[src/port_alt_pkg.sv]
// Purpose: Shared constants and carrier types for the port block.
// Assumes: APB byte addresses, one 32-bit word per register.
// Notes: Port pins are split into level in, level out and output enable.
package port_alt_pkg;

    localparam int NUM_PORTS = 4;
    localparam int PORT_W = 8;
    localparam int APB_ADDR_W = 8;
    localparam int XMEM_ADDR_W = 16;

    localparam int PORT_ZERO = 0;
    localparam int PORT_ONE = 1;
    localparam int PORT_TWO = 2;
    localparam int PORT_THREE = 3;

    localparam logic [APB_ADDR_W-1:0] ADDR_PORT0 = 8'h80;
    localparam logic [APB_ADDR_W-1:0] ADDR_PORT1 = 8'h90;
    localparam logic [APB_ADDR_W-1:0] ADDR_PORT2 = 8'hA0;
    localparam logic [APB_ADDR_W-1:0] ADDR_PORT3 = 8'hB0;
    localparam logic [APB_ADDR_W-1:0] ADDR_BIT_OP = 8'hC0;
    localparam logic [APB_ADDR_W-1:0] ADDR_STATUS = 8'hC4;
    localparam logic [APB_ADDR_W-1:0] ADDR_LATCH_VIEW = 8'hC8;

    localparam logic [PORT_W-1:0] LATCH_RESET = 8'hFF;

    // Bit operation word: bit address in [7:0], value in [8]
    localparam int BIT_IDX_LSB = 0;
    localparam int BIT_IDX_W = 3;
    localparam int BIT_HOLE_POS = 3;
    localparam int BIT_PORT_LSB = 4;
    localparam int BIT_PORT_W = 2;
    localparam int BIT_BASE_LSB = 6;
    localparam logic [1:0] BIT_BASE = 2'h2;
    localparam int BIT_VALUE_POS = 8;

    localparam int STAT_DIAG_POS = 0;
    localparam int STAT_LOOP_POS = 1;
    localparam int STAT_XMEM_POS = 2;

    localparam int P1_RTS_BIT = 6;
    localparam int P1_CTS_BIT = 7;
    localparam int P3_DIR_BIT = 0;
    localparam int P3_DATA_BIT = 1;
    localparam int P3_IRQ0_BIT = 2;
    localparam int P3_IRQ1_BIT = 3;
    localparam int P3_T0_BIT = 4;
    localparam int P3_T1_BIT = 5;
    localparam int P3_WR_BIT = 6;
    localparam int P3_RD_BIT = 7;

    typedef logic [PORT_W-1:0] byte_t;
    typedef byte_t [NUM_PORTS-1:0] port_vec_t;

    typedef struct packed {
        logic active;
        logic ale;
        logic drive_data;
        logic wr_strobe;
        logic rd_strobe;
        logic [XMEM_ADDR_W-1:0] addr;
        byte_t wdata;
    } xmem_t;

    typedef struct packed {
        logic loop_mode_select;
        logic dir;
        logic txd;
        logic rts_n;
        logic ext_clk_sel;
    } serial_t;

    typedef struct packed {
        logic count0_sel;
        logic count1_sel;
    } timer_sel_t;

    typedef struct packed {
        logic ext_irq_zero_n;
        logic ext_irq_one_n;
        logic gate0;
        logic gate1;
        logic timer0_count;
        logic timer1_count;
        logic serial_ext_clk;
        logic serial_rx;
        logic clear_to_send_n;
        logic diag_mode;
    } alt_in_t;

    localparam alt_in_t ALT_IN_RESET = '{
        ext_irq_zero_n: 1'b1, ext_irq_one_n: 1'b1, gate0: 1'b1,
        gate1: 1'b1, timer0_count: 1'b1, timer1_count: 1'b1,
        serial_ext_clk: 1'b0, serial_rx: 1'b1, clear_to_send_n: 1'b1,
        diag_mode: 1'b0};

endpackage : port_alt_pkg

[src/port_alternate_functions.sv]
// Purpose: Four 8-bit I/O ports with their alternate functions.
// Assumes: Pin inputs are synchronous to I_CLK_SYS; board pull-ups.
// Notes: Pin outputs and core-facing levels are one cycle behind.
// Behaviour
// Latch one drives pin high, zero low; port zero only releases the pin for a one.
// Each port: latch, driver, input buffer.
// Port zero: low address with strobe, then data.
// Port two outputs the upper address byte.
// Board ties access select low for bus.
// Non-loop: port three bit zero shows direction.
// Loop or diagnostic: bit zero receives data.
// Non-loop: bit one is bidirectional serial data.
// Loop: bit one is transmit output only.
// Latch zero on bit one selects diagnostic.
// Bit two feeds interrupt zero, gate zero.
// Bit three feeds interrupt one, gate one.
// Bit four is timer zero count input.
// Bit five: timer one count, serial clock.
// Bit six is low-active external write strobe.
// Bit seven is low-active external read strobe.
// Port one bit six is request-to-send.
// Port one bit seven is clear-to-send input.
// Latches at 80h..B0h, bit addressable.
// Port reads return the sampled pin level.
//
// Design decision made here: the APB register port.
module port_alternate_functions
    import port_alt_pkg::*;
(
    input wire logic I_CLK_SYS,
    input wire logic I_RST,
    input wire logic I_PSEL,
    input wire logic I_PENABLE,
    input wire logic I_PWRITE,
    input wire logic [APB_ADDR_W-1:0] I_PADDR,
    input wire logic [31:0] I_PWDATA,
    output logic [31:0] O_PRDATA,
    output logic O_PREADY,
    output logic O_PSLVERR,
    input wire port_vec_t I_PORT_IN,
    output port_vec_t O_PORT_OUT,
    output port_vec_t O_PORT_OE_N,
    input wire logic I_EXTERNAL_ACCESS_SELECT_N,
    input wire xmem_t I_XMEM,
    output byte_t O_XMEM_RDATA,
    input wire serial_t I_SERIAL,
    input wire timer_sel_t I_TIMER_SEL,
    output alt_in_t O_ALT_IN
);

    port_vec_t latch;
    port_vec_t want;
    port_vec_t next_out;
    port_vec_t next_oe_n;
    alt_in_t next_alt_in;
    logic xmem_on;
    logic loop_mode;
    logic diag_mode;
    logic apb_setup;
    logic apb_write;
    logic rd_hit;
    logic [31:0] rd_value;
    logic bit_ok;
    logic [BIT_PORT_W-1:0] bit_port;
    logic [BIT_IDX_W-1:0] bit_idx;

    // External bus only when the board strap allows it
    assign xmem_on = ~I_EXTERNAL_ACCESS_SELECT_N & I_XMEM.active;
    assign loop_mode = I_SERIAL.loop_mode_select;
    assign diag_mode = ~latch[PORT_THREE][P3_DATA_BIT];

    assign apb_setup = I_PSEL & ~I_PENABLE;
    assign apb_write = I_PSEL & I_PENABLE & I_PWRITE;
    // Read data is prepared in the setup cycle, so no wait states
    assign O_PREADY = I_PSEL & I_PENABLE;

    assign bit_ok = (I_PWDATA[BIT_BASE_LSB +: 2] == BIT_BASE) &&
        !I_PWDATA[BIT_HOLE_POS];
    assign bit_port = I_PWDATA[BIT_PORT_LSB +: BIT_PORT_W];
    assign bit_idx = I_PWDATA[BIT_IDX_LSB +: BIT_IDX_W];

    always_comb
    begin
        rd_hit = 1'b1;
        rd_value = '0;
        case (I_PADDR)
            ADDR_PORT0: rd_value[PORT_W-1:0] = I_PORT_IN[PORT_ZERO];
            ADDR_PORT1: rd_value[PORT_W-1:0] = I_PORT_IN[PORT_ONE];
            ADDR_PORT2: rd_value[PORT_W-1:0] = I_PORT_IN[PORT_TWO];
            ADDR_PORT3: rd_value[PORT_W-1:0] = I_PORT_IN[PORT_THREE];
            ADDR_BIT_OP: rd_value = '0;
            ADDR_STATUS:
            begin
                rd_value[STAT_DIAG_POS] = diag_mode;
                rd_value[STAT_LOOP_POS] = loop_mode;
                rd_value[STAT_XMEM_POS] = xmem_on;
            end
            ADDR_LATCH_VIEW: rd_value = latch;
            default: rd_hit = 1'b0;
        endcase
    end

    always_ff @(posedge I_CLK_SYS)
    begin
        if (I_RST)
        begin
            O_PRDATA <= '0;
            O_PSLVERR <= 1'b0;
        end
        else if (apb_setup)
        begin
            O_PRDATA <= I_PWRITE ? '0 : rd_value;
            O_PSLVERR <= ~rd_hit;
        end
    end

    always_ff @(posedge I_CLK_SYS)
    begin
        if (I_RST)
        begin
            latch <= {NUM_PORTS{LATCH_RESET}};
        end
        else if (apb_write)
        begin
            case (I_PADDR)
                ADDR_PORT0: latch[PORT_ZERO] <= I_PWDATA[PORT_W-1:0];
                ADDR_PORT1: latch[PORT_ONE] <= I_PWDATA[PORT_W-1:0];
                ADDR_PORT2: latch[PORT_TWO] <= I_PWDATA[PORT_W-1:0];
                ADDR_PORT3: latch[PORT_THREE] <= I_PWDATA[PORT_W-1:0];
                ADDR_BIT_OP:
                begin
                    if (bit_ok)
                    begin
                        latch[bit_port][bit_idx] <= I_PWDATA[BIT_VALUE_POS];
                    end
                end
                default: ;
            endcase
        end
    end

    // Port one and three alternate outputs, except the loop-mode transmit bit, pull the pin low through the latch, so software
    // must leave the latch bit at one to hand the pin over.
    always_comb
    begin
        want = latch;
        want[PORT_ONE][P1_RTS_BIT] = latch[PORT_ONE][P1_RTS_BIT] &
            I_SERIAL.rts_n;
        want[PORT_THREE][P3_WR_BIT] = latch[PORT_THREE][P3_WR_BIT] &
            ~(xmem_on & I_XMEM.wr_strobe);
        want[PORT_THREE][P3_RD_BIT] = latch[PORT_THREE][P3_RD_BIT] &
            ~(xmem_on & I_XMEM.rd_strobe);
        want[PORT_THREE][P3_DATA_BIT] = latch[PORT_THREE][P3_DATA_BIT] &
            I_SERIAL.txd;
        if (!loop_mode && !diag_mode)
        begin
            want[PORT_THREE][P3_DIR_BIT] = latch[PORT_THREE][P3_DIR_BIT] &
                I_SERIAL.dir;
        end
        if (loop_mode)
        begin
            want[PORT_THREE][P3_DATA_BIT] = I_SERIAL.txd;
        end
        next_out = want;
        // Zero drives low; a rising one drives high for one cycle, then the
        // pull-up holds it so the pin can serve as an input. Port zero is
        // open drain and never drives high from its latch.
        for (int p = 0; p < NUM_PORTS; p++)
        begin
            if (p == PORT_ZERO)
            begin
                next_oe_n[p] = want[p];
            end
            else
            begin
                next_oe_n[p] = want[p] & O_PORT_OUT[p];
            end
        end
        if (loop_mode || diag_mode)
        begin
            next_oe_n[PORT_THREE][P3_DIR_BIT] = 1'b1;
        end
        if (loop_mode)
        begin
            next_oe_n[PORT_THREE][P3_DATA_BIT] = 1'b0;
        end
        if (xmem_on)
        begin
            next_out[PORT_ZERO] = I_XMEM.ale ?
                I_XMEM.addr[PORT_W-1:0] : I_XMEM.wdata;
            next_oe_n[PORT_ZERO] =
                {PORT_W{~(I_XMEM.ale | I_XMEM.drive_data)}};
            next_out[PORT_TWO] = I_XMEM.addr[XMEM_ADDR_W-1:PORT_W];
            next_oe_n[PORT_TWO] = '0;
        end
    end

    always_ff @(posedge I_CLK_SYS)
    begin
        if (I_RST)
        begin
            O_PORT_OUT <= {NUM_PORTS{LATCH_RESET}};
            O_PORT_OE_N <= {NUM_PORTS{LATCH_RESET}};
        end
        else
        begin
            O_PORT_OUT <= next_out;
            O_PORT_OE_N <= next_oe_n;
        end
    end

    always_comb
    begin
        next_alt_in.ext_irq_zero_n = I_PORT_IN[PORT_THREE][P3_IRQ0_BIT];
        next_alt_in.gate0 = I_PORT_IN[PORT_THREE][P3_IRQ0_BIT];
        next_alt_in.ext_irq_one_n = I_PORT_IN[PORT_THREE][P3_IRQ1_BIT];
        next_alt_in.gate1 = I_PORT_IN[PORT_THREE][P3_IRQ1_BIT];
        // Unselected count inputs idle high so no falling edge is seen
        next_alt_in.timer0_count = I_TIMER_SEL.count0_sel ?
            I_PORT_IN[PORT_THREE][P3_T0_BIT] : 1'b1;
        next_alt_in.timer1_count = I_TIMER_SEL.count1_sel ?
            I_PORT_IN[PORT_THREE][P3_T1_BIT] : 1'b1;
        next_alt_in.serial_ext_clk = I_SERIAL.ext_clk_sel &
            I_PORT_IN[PORT_THREE][P3_T1_BIT];
        next_alt_in.serial_rx = (loop_mode || diag_mode) ?
            I_PORT_IN[PORT_THREE][P3_DIR_BIT] :
            I_PORT_IN[PORT_THREE][P3_DATA_BIT];
        next_alt_in.clear_to_send_n = I_PORT_IN[PORT_ONE][P1_CTS_BIT];
        next_alt_in.diag_mode = diag_mode;
    end

    always_ff @(posedge I_CLK_SYS)
    begin
        if (I_RST)
        begin
            O_ALT_IN <= ALT_IN_RESET;
            O_XMEM_RDATA <= '0;
        end
        else
        begin
            O_ALT_IN <= next_alt_in;
            O_XMEM_RDATA <= I_PORT_IN[PORT_ZERO];
        end
    end
endmodule : port_alternate_functions

[config.mk]
export PLATFORM = sky130hd
export DESIGN_NAME = port_alternate_functions
export DESIGN_NICKNAME = d
export VERILOG_FILES = /design/src/port_alt_pkg.sv /design/src/port_alternate_functions.sv
export SDC_FILE = /design/constraint.sdc
export NUM_CORES = 1
export LEC_CHECK = 0
export BUFFER_PORTS_ARGS = -buffer_cell sky130_fd_sc_hd__buf_2
export CORE_ASPECT_RATIO = 1.1
export CORE_MARGIN = 2
export CORE_UTILIZATION = 48
export CTS_BUF_LIST = sky130_fd_sc_hd__clkbuf_16
export DETAILED_ROUTE_END_ITERATION = 10
export HOLD_SLACK_MARGIN = 0.06
export PLACE_DENSITY_LB_ADDON = 0.2
export REMOVE_ABC_BUFFERS = 1
export SYNTH_ARGS = -nofsm -noshare
export SYNTH_HDL_FRONTEND = slang
export SYNTH_SLANG_ARGS = --single-unit
[constraint.sdc]
create_clock -name I_CLK_SYS -period 1.49 [get_ports I_CLK_SYS]
set_input_delay 0.149 -clock I_CLK_SYS [delete_from_list [all_inputs] [get_ports I_CLK_SYS]]
set_output_delay 0.149 -clock I_CLK_SYS [all_outputs]
set_load 0.01 [all_outputs]
# Yosys cells after proc, flatten, opt, wreduce, memory -nomap -nowiden
# Cells that the tools add are included.
# word_totals
out_inout_bits	116
regBits	145
word_cells	105
input_bits	114
# op_classes
bitwise	25
reduce_logical	19
n_mux	24
n_eq_ne	9
n_lt_le_gt_ge	4
# ops
cell	count
$mux W32	2
$pmux W8 S2	4
$eq A8 B8 Y1 const B	7
$mux W8	6
$bwmux W32	1
$pmux W5 S5	1
$and A8 B8 Y8	3
$mux W24	1
$pmux W3 S6	1
$demux W8 S2	1
$and A1 B1 Y1	12
$reduce_and A3 Y1	4
$not A1 Y1	9
$reduce_bool A2 Y1	4
$reduce_or A7 Y1	1
$mux W1	6
$reduce_or A2 Y1	3
$logic_and A1 B1 Y1	4
$lt A3 B4 Y1 const B	1
$demux W1 S3	1
$ge A3 B1 Y1 const B	1
$lt A2 B3 Y1 const B	1
$eq A2 B2 Y1 const B	1
$ge A2 B1 Y1 const B	1
4 further kinds	5

# Longest topological paths before layout
# depth
word_depth	9
mapped_depth	6

# Worst setup path before layout
# Ideal clock, no wire load.
# synth_timing
path_kind	input port to flip-flop
from	input I_RST
to	register O_PRDATA[7]
path_slack_ns	0.108
arrival_time_ns	1.323
required_ns	1.431
setup_time_ns	0.059
path_stages	5
path_cell_list	buf_2 -> or4b_4 -> nor3_1 -> a22oi_1 -> nand2_1
# synth_lines
item	line	source
start: declaration	port_alternate_functions.sv:31	input wire logic I_RST,
end signal: assignment	port_alternate_functions.sv:112	O_PRDATA <= I_PWRITE ? '0 : rd_value;
end: declaration	port_alternate_functions.sv:37	output logic [31:0] O_PRDATA,

# Worst setup path after layout
# layout_timing
from	input I_XMEM[12] (netlist name)
to	register O_PORT_OUT[4] (netlist name)
# layout_between
elab_chain_len	2
# layout_rtl
item	line	source
start: declaration	port_alternate_functions.sv:44	input wire xmem_t I_XMEM,
$mux W8	port_alternate_functions.sv:189	next_out[PORT_ZERO] = I_XMEM.ale ?
$mux W8	port_alternate_functions.sv:187	if (xmem_on)
end signal: assignment	port_alternate_functions.sv:202	O_PORT_OUT <= {NUM_PORTS{LATCH_RESET}};
end signal: assignment	port_alternate_functions.sv:207	O_PORT_OUT <= next_out;
end: declaration	port_alternate_functions.sv:41	output port_vec_t O_PORT_OUT,
# Every way passes these cells.
# A chain may end at the register's enable or synchronous reset.

==> impl_summary.txt <==
----------------------------------------------------
[Job]
  Number of max-capacitance violations reported ... 0

[Clock tree]
  Clock network latency to the later pin of the worst-skew pair ... 420 ps
  Clock-pin transition on the worst setup and hold timing paths ... 60 ps
  Cell at the root of the clock tree ... sky130_fd_sc_hd__clkbuf_16
  Maximum clock path buffer count ... 2
  Setup bufs post-CTS ... 0
  Clock tree from TritonCTS ... done
  H-tree lvl count ... 4
  Number of sinks on the clock net ... 145
  Clock buffers created by TritonCTS ... 17

[Power and ir drop]
  Post-layout total power ... 9.37 mW
  Switching share of power ... 0.219
  Total net switching power ... 2.05 mW
  Combinational share of power ... 0.093
  Clock network power share ... 0.482
  Peak supply drop ... 0.000708 V
  Sequential fraction of design power ... 0.425
  Standby leakage power ... 3.55 nW
  Internal power of the cells ... 7.31 mW
  Power per Cell Area ... 1150 mW/mm2

[Yosys]
  Post-Syn Instances ... 612
  Register bit count reported by yosys ... 145
  Largest family of logic cells by synthesized area ... simple AND/OR/NAND/NOR gates
  Adder-cell area share of the yosys netlist ... 0
  Multiplexer area fraction after synthesis ... 0.0999
  Dominant cells by area after synthesis ... sky130_fd_sc_hd__dfxtp_1 51%, sky130_fd_sc_hd__mux2i_1 8.0%, sky130_fd_sc_hd__nand2_1 5.6%, sky130_fd_sc_hd__nor2_1 4.4%, sky130_fd_sc_hd__a22oi_1 3.9%
  Post-synthesis cell type with the largest combined area ... sky130_fd_sc_hd__dfxtp_1
  Synth Cell Area ... 0.00564 mm2
  Seq/Total Area, Yosys ... 0.515
  Number of warnings reported in the yosys synthesis log ... 0
  Post-synthesis compound-gate area fraction ... 0.124
  Area share of the leading cell type in the synthesized netlist ... 0.515
  Unique masters post-synth ... 48
  Average size of a mapped cell ... 9.21 um2
  Simple-gate portion of the synthesized area ... 0.214
  Share of the synthesized netlist area taken by xor and xnor gates ... 0
  Post-synth top flop ... sky130_fd_sc_hd__dfxtp_1
  Post-synthesis async set-or-reset flop share ... 0
  Number of synthesized flops with an enable pin ... 0

[Route]
  Remaining routing DRC violations ... 0
  Via count ... 5551
  Wire length per cell ... 16.5 um
  Per-cell via count in the routed design ... 5.28
  Count of routing violations after the opening detailed-route iteration ... 277
  Final routed wirelength across all metal layers ... 17.3 mm
  Routed Antenna Nets ... 0
  Count of TritonRoute iterations in the first routing pass ... 5

[Worst setup path]
  Number of cell instances on the worst register-to-register path ... 3
  Startpoint types ... input port
  Reg-to-reg endpoint ... O_PORT_OUT[25]
  Flop2flop setup slack ... 230 ps
  Critical Path AT ... 1620 ps
  WS Path Type ... input port to flop
  CP endpoint kind ... flop
  Beginning of the worst register-to-register path ... latch[25]
  Largest fanout on the critical path ... 1
  Critical path data required time ... 1770 ps
  Crit. Startpoint ... I_XMEM[12]

[Min path]
  Type of the tightest min-delay check ... input port to flop
  Startpoint of the tightest hold check path ... I_XMEM[1]
  Worst hold path endpoint ... O_PORT_OUT[1]
  Hold-critical path depth ... 3

[STA]
  Final hold violations ... 0
  Unrepaired setup endpoints after global routing ... no
  Relative slew slack ... 0.627
  Number of pins exceeding their max-slew limit in the final report ... 0
  Time the worst path needs with I/O delays and setup ... 1340 ps
  Setup skew after layout ... 8.02 ps
  Top achievable clock speed ... 744 MHz
  Min Hold Slack ... 77.7 ps
  Slew at the pin closest to its max-slew limit ... 559 ps
  Final setup viols ... 0
  Final clock period utilization by the worst path ... 0.902

[GRT]
  Remaining global-route overflow ... 0
  Maximum number of pins on one net before global-route repair ... 55
  Via count of the first global-routing pass ... 5347
  Overall global routing resource usage ... 0.270
  First-pass GRT wire length ... 26.9 mm
  Antenna violations before repair ... 1

[Placement]
  Final HPWL from detailed placement ... 12.1 mm
  Instance count after placement with tap cells included ... 977
  Port bufs ... 206
  Global placer's final weighted congestion ... 0.864

[Finish]
  Total Nets Final ... 1003
  FILL cells ... 896
  Number of cells in the finished layout apart from fillers ... 1051
  Signed area change from the synthesized netlist to the final layout ... 45.0%
  Layout cells sized above 1 ... 0.339

[Die]
  Initial core utilization ... 0.493
  Number of cell rows ... 41
  Die Y-Extent ... 118 um
  Area of the core ... 0.0114 mm2
  Die Wd ... 107 um
  I/O pin count ... 230
  Overall die area ... 0.0126 mm2

[Outcome]
  Outcome ... complete, no violations

----------------------------------------------------
==> cell families (layout without fill, tap and decap cells) <==
| group | Yosys count | after routing |
|---|---|---|
| AO/OA/AOI/OAI | 110 | 110 |
| buffers and inverters | 63 | 351 |
| flip-flops | 145 | 145 |
| multiplexers | 50 | 50 |
| other | 0 | 1 |
| AND/OR/NAND/NOR | 244 | 244 |
==> placed cells by master, fill, tap and decap left out, types with 2 or more instances in the layout <==
cell type and count:
sky130_fd_sc_hd__a21o_1 2, sky130_fd_sc_hd__a21oi_1 41, sky130_fd_sc_hd__a221o_1 2, sky130_fd_sc_hd__a221oi_1 2, sky130_fd_sc_hd__a22oi_1 29, sky130_fd_sc_hd__a31oi_1 3
sky130_fd_sc_hd__and2_1 3, sky130_fd_sc_hd__and3_1 2, sky130_fd_sc_hd__buf_12 3, sky130_fd_sc_hd__buf_2 206, sky130_fd_sc_hd__buf_4 54, sky130_fd_sc_hd__bufinv_16 5
sky130_fd_sc_hd__clkbuf_16 17, sky130_fd_sc_hd__clkinv_1 2, sky130_fd_sc_hd__clkinv_2 2, sky130_fd_sc_hd__clkinv_4 2, sky130_fd_sc_hd__dfxtp_1 145, sky130_fd_sc_hd__dlygate4sd3_1 43
sky130_fd_sc_hd__inv_1 16, sky130_fd_sc_hd__mux2i_1 45, sky130_fd_sc_hd__mux4_2 5, sky130_fd_sc_hd__nand2_1 84, sky130_fd_sc_hd__nand2b_1 4, sky130_fd_sc_hd__nand3_1 12
sky130_fd_sc_hd__nand4_1 33, sky130_fd_sc_hd__nand4bb_1 2, sky130_fd_sc_hd__nor2_1 66, sky130_fd_sc_hd__nor2b_1 16, sky130_fd_sc_hd__nor3_1 5, sky130_fd_sc_hd__nor3b_1 2
sky130_fd_sc_hd__o211ai_1 8, sky130_fd_sc_hd__o21a_1 3, sky130_fd_sc_hd__o21ai_0 12, sky130_fd_sc_hd__o22ai_1 3, sky130_fd_sc_hd__or2_2 3
==> layer usage <==
metal,vias to the layer above,global-route usage,share of wire
met3,19,0.0598,0.074
met1,2586,0.322,0.40
met5,-,0,0
met2,234,0.481,0.51
li1,2712,-,-
met4,0,0.0761,0.011
==> flip-flops by register name, indices dropped and copies added (netlist names) <==
signal / cells
O_XMEM_RDATA: 8
O_PORT_OUT: 32
latch: 32
O_PRDATA: 32
O_PSLVERR: 1
O_PORT_OE_N: 32
O_ALT_IN: 8
==> worst max-delay path by stage <==
stage                    endpoint
floorplan               latch[12]
detailed placement       latch[5]
finish              O_PORT_OUT[4]
CTS                   O_ALT_IN[3]
global route        O_PORT_OUT[7]
global placement        latch[21]
==> cells in the mapped netlist, types with 4 or more instances <==
master                     number
sky130_fd_sc_hd__nor2b_1       16
sky130_fd_sc_hd__nand2_1       84
sky130_fd_sc_hd__buf_1          4
sky130_fd_sc_hd__buf_2         16
sky130_fd_sc_hd__inv_1         14
sky130_fd_sc_hd__nor2_1        66
sky130_fd_sc_hd__mux2i_1       45
sky130_fd_sc_hd__nand3_1       12
sky130_fd_sc_hd__mux4_2         5
sky130_fd_sc_hd__a21oi_1       41
sky130_fd_sc_hd__a22oi_1       29
sky130_fd_sc_hd__o21ai_0       12
sky130_fd_sc_hd__nand4_1       33
sky130_fd_sc_hd__nand2b_1       4
sky130_fd_sc_hd__o211ai_1       8
sky130_fd_sc_hd__dfxtp_1      145
sky130_fd_sc_hd__nor3_1         5
sky130_fd_sc_hd__clkbuf_1      26
==> power by group through the flow <==
stage          combinational [mW]  sequential (mW)  clock (mW)
2_1_floorplan               0.252             4.11           0
3_3_place_gp                0.760             4.06           0
3_5_place_dp                0.772             4.07           0
4_1_cts                     0.864             3.98        4.55
5_1_grt                     0.943             3.99        4.71
6_report                    0.873             3.98        4.51
==> area by class of cell <==
type	count	area [um2]	area share
Antenna cell	1	2.50	0.000306
Clock buffer	17	425	0.0520
Clock inverter	13	196	0.0240
Inverter	15	56.3	0.00689
Multi-Input combinational cell	404	2480	0.303
Sequential cell	145	2900	0.355
Tap cell	150	188	0.0230
Timing Repair Buffer	306	1930	0.236
==> critical path: stages <==
cell	delay, ps
sky130_fd_sc_hd__dlygate4sd3_1	530
sky130_fd_sc_hd__buf_2	120
sky130_fd_sc_hd__mux2i_1	160
sky130_fd_sc_hd__dlygate4sd3_1	580
sky130_fd_sc_hd__o211ai_1	80
==> per-stage QoR <==
| stage | TNS [ps] | cell area (um2) | worst slack [ps] | util |
|---|---|---|---|---|
| floorplan | -18760 | 5430 | -555 | - |
| global placement | -1060 | 7120 | -125 | 0.622 |
| detailed placement | -1410 | 7120 | -158 | 0.622 |
| CTS | 0 | 8170 | 177 | 0.714 |
| global route | 0 | 8170 | 93.6 | 0.714 |
| finish | 0 | 8180 | 146 | 0.715 |
==> timing repair <==
| item | in CTS | in global routing |
|---|---|---|
| hold buffers | 43 | 0 |
| gates resized for setup | 0 | 0 |
| endpoints found under the hold margin | 36 | 0 |
Power figures use the tool's default switching activity.
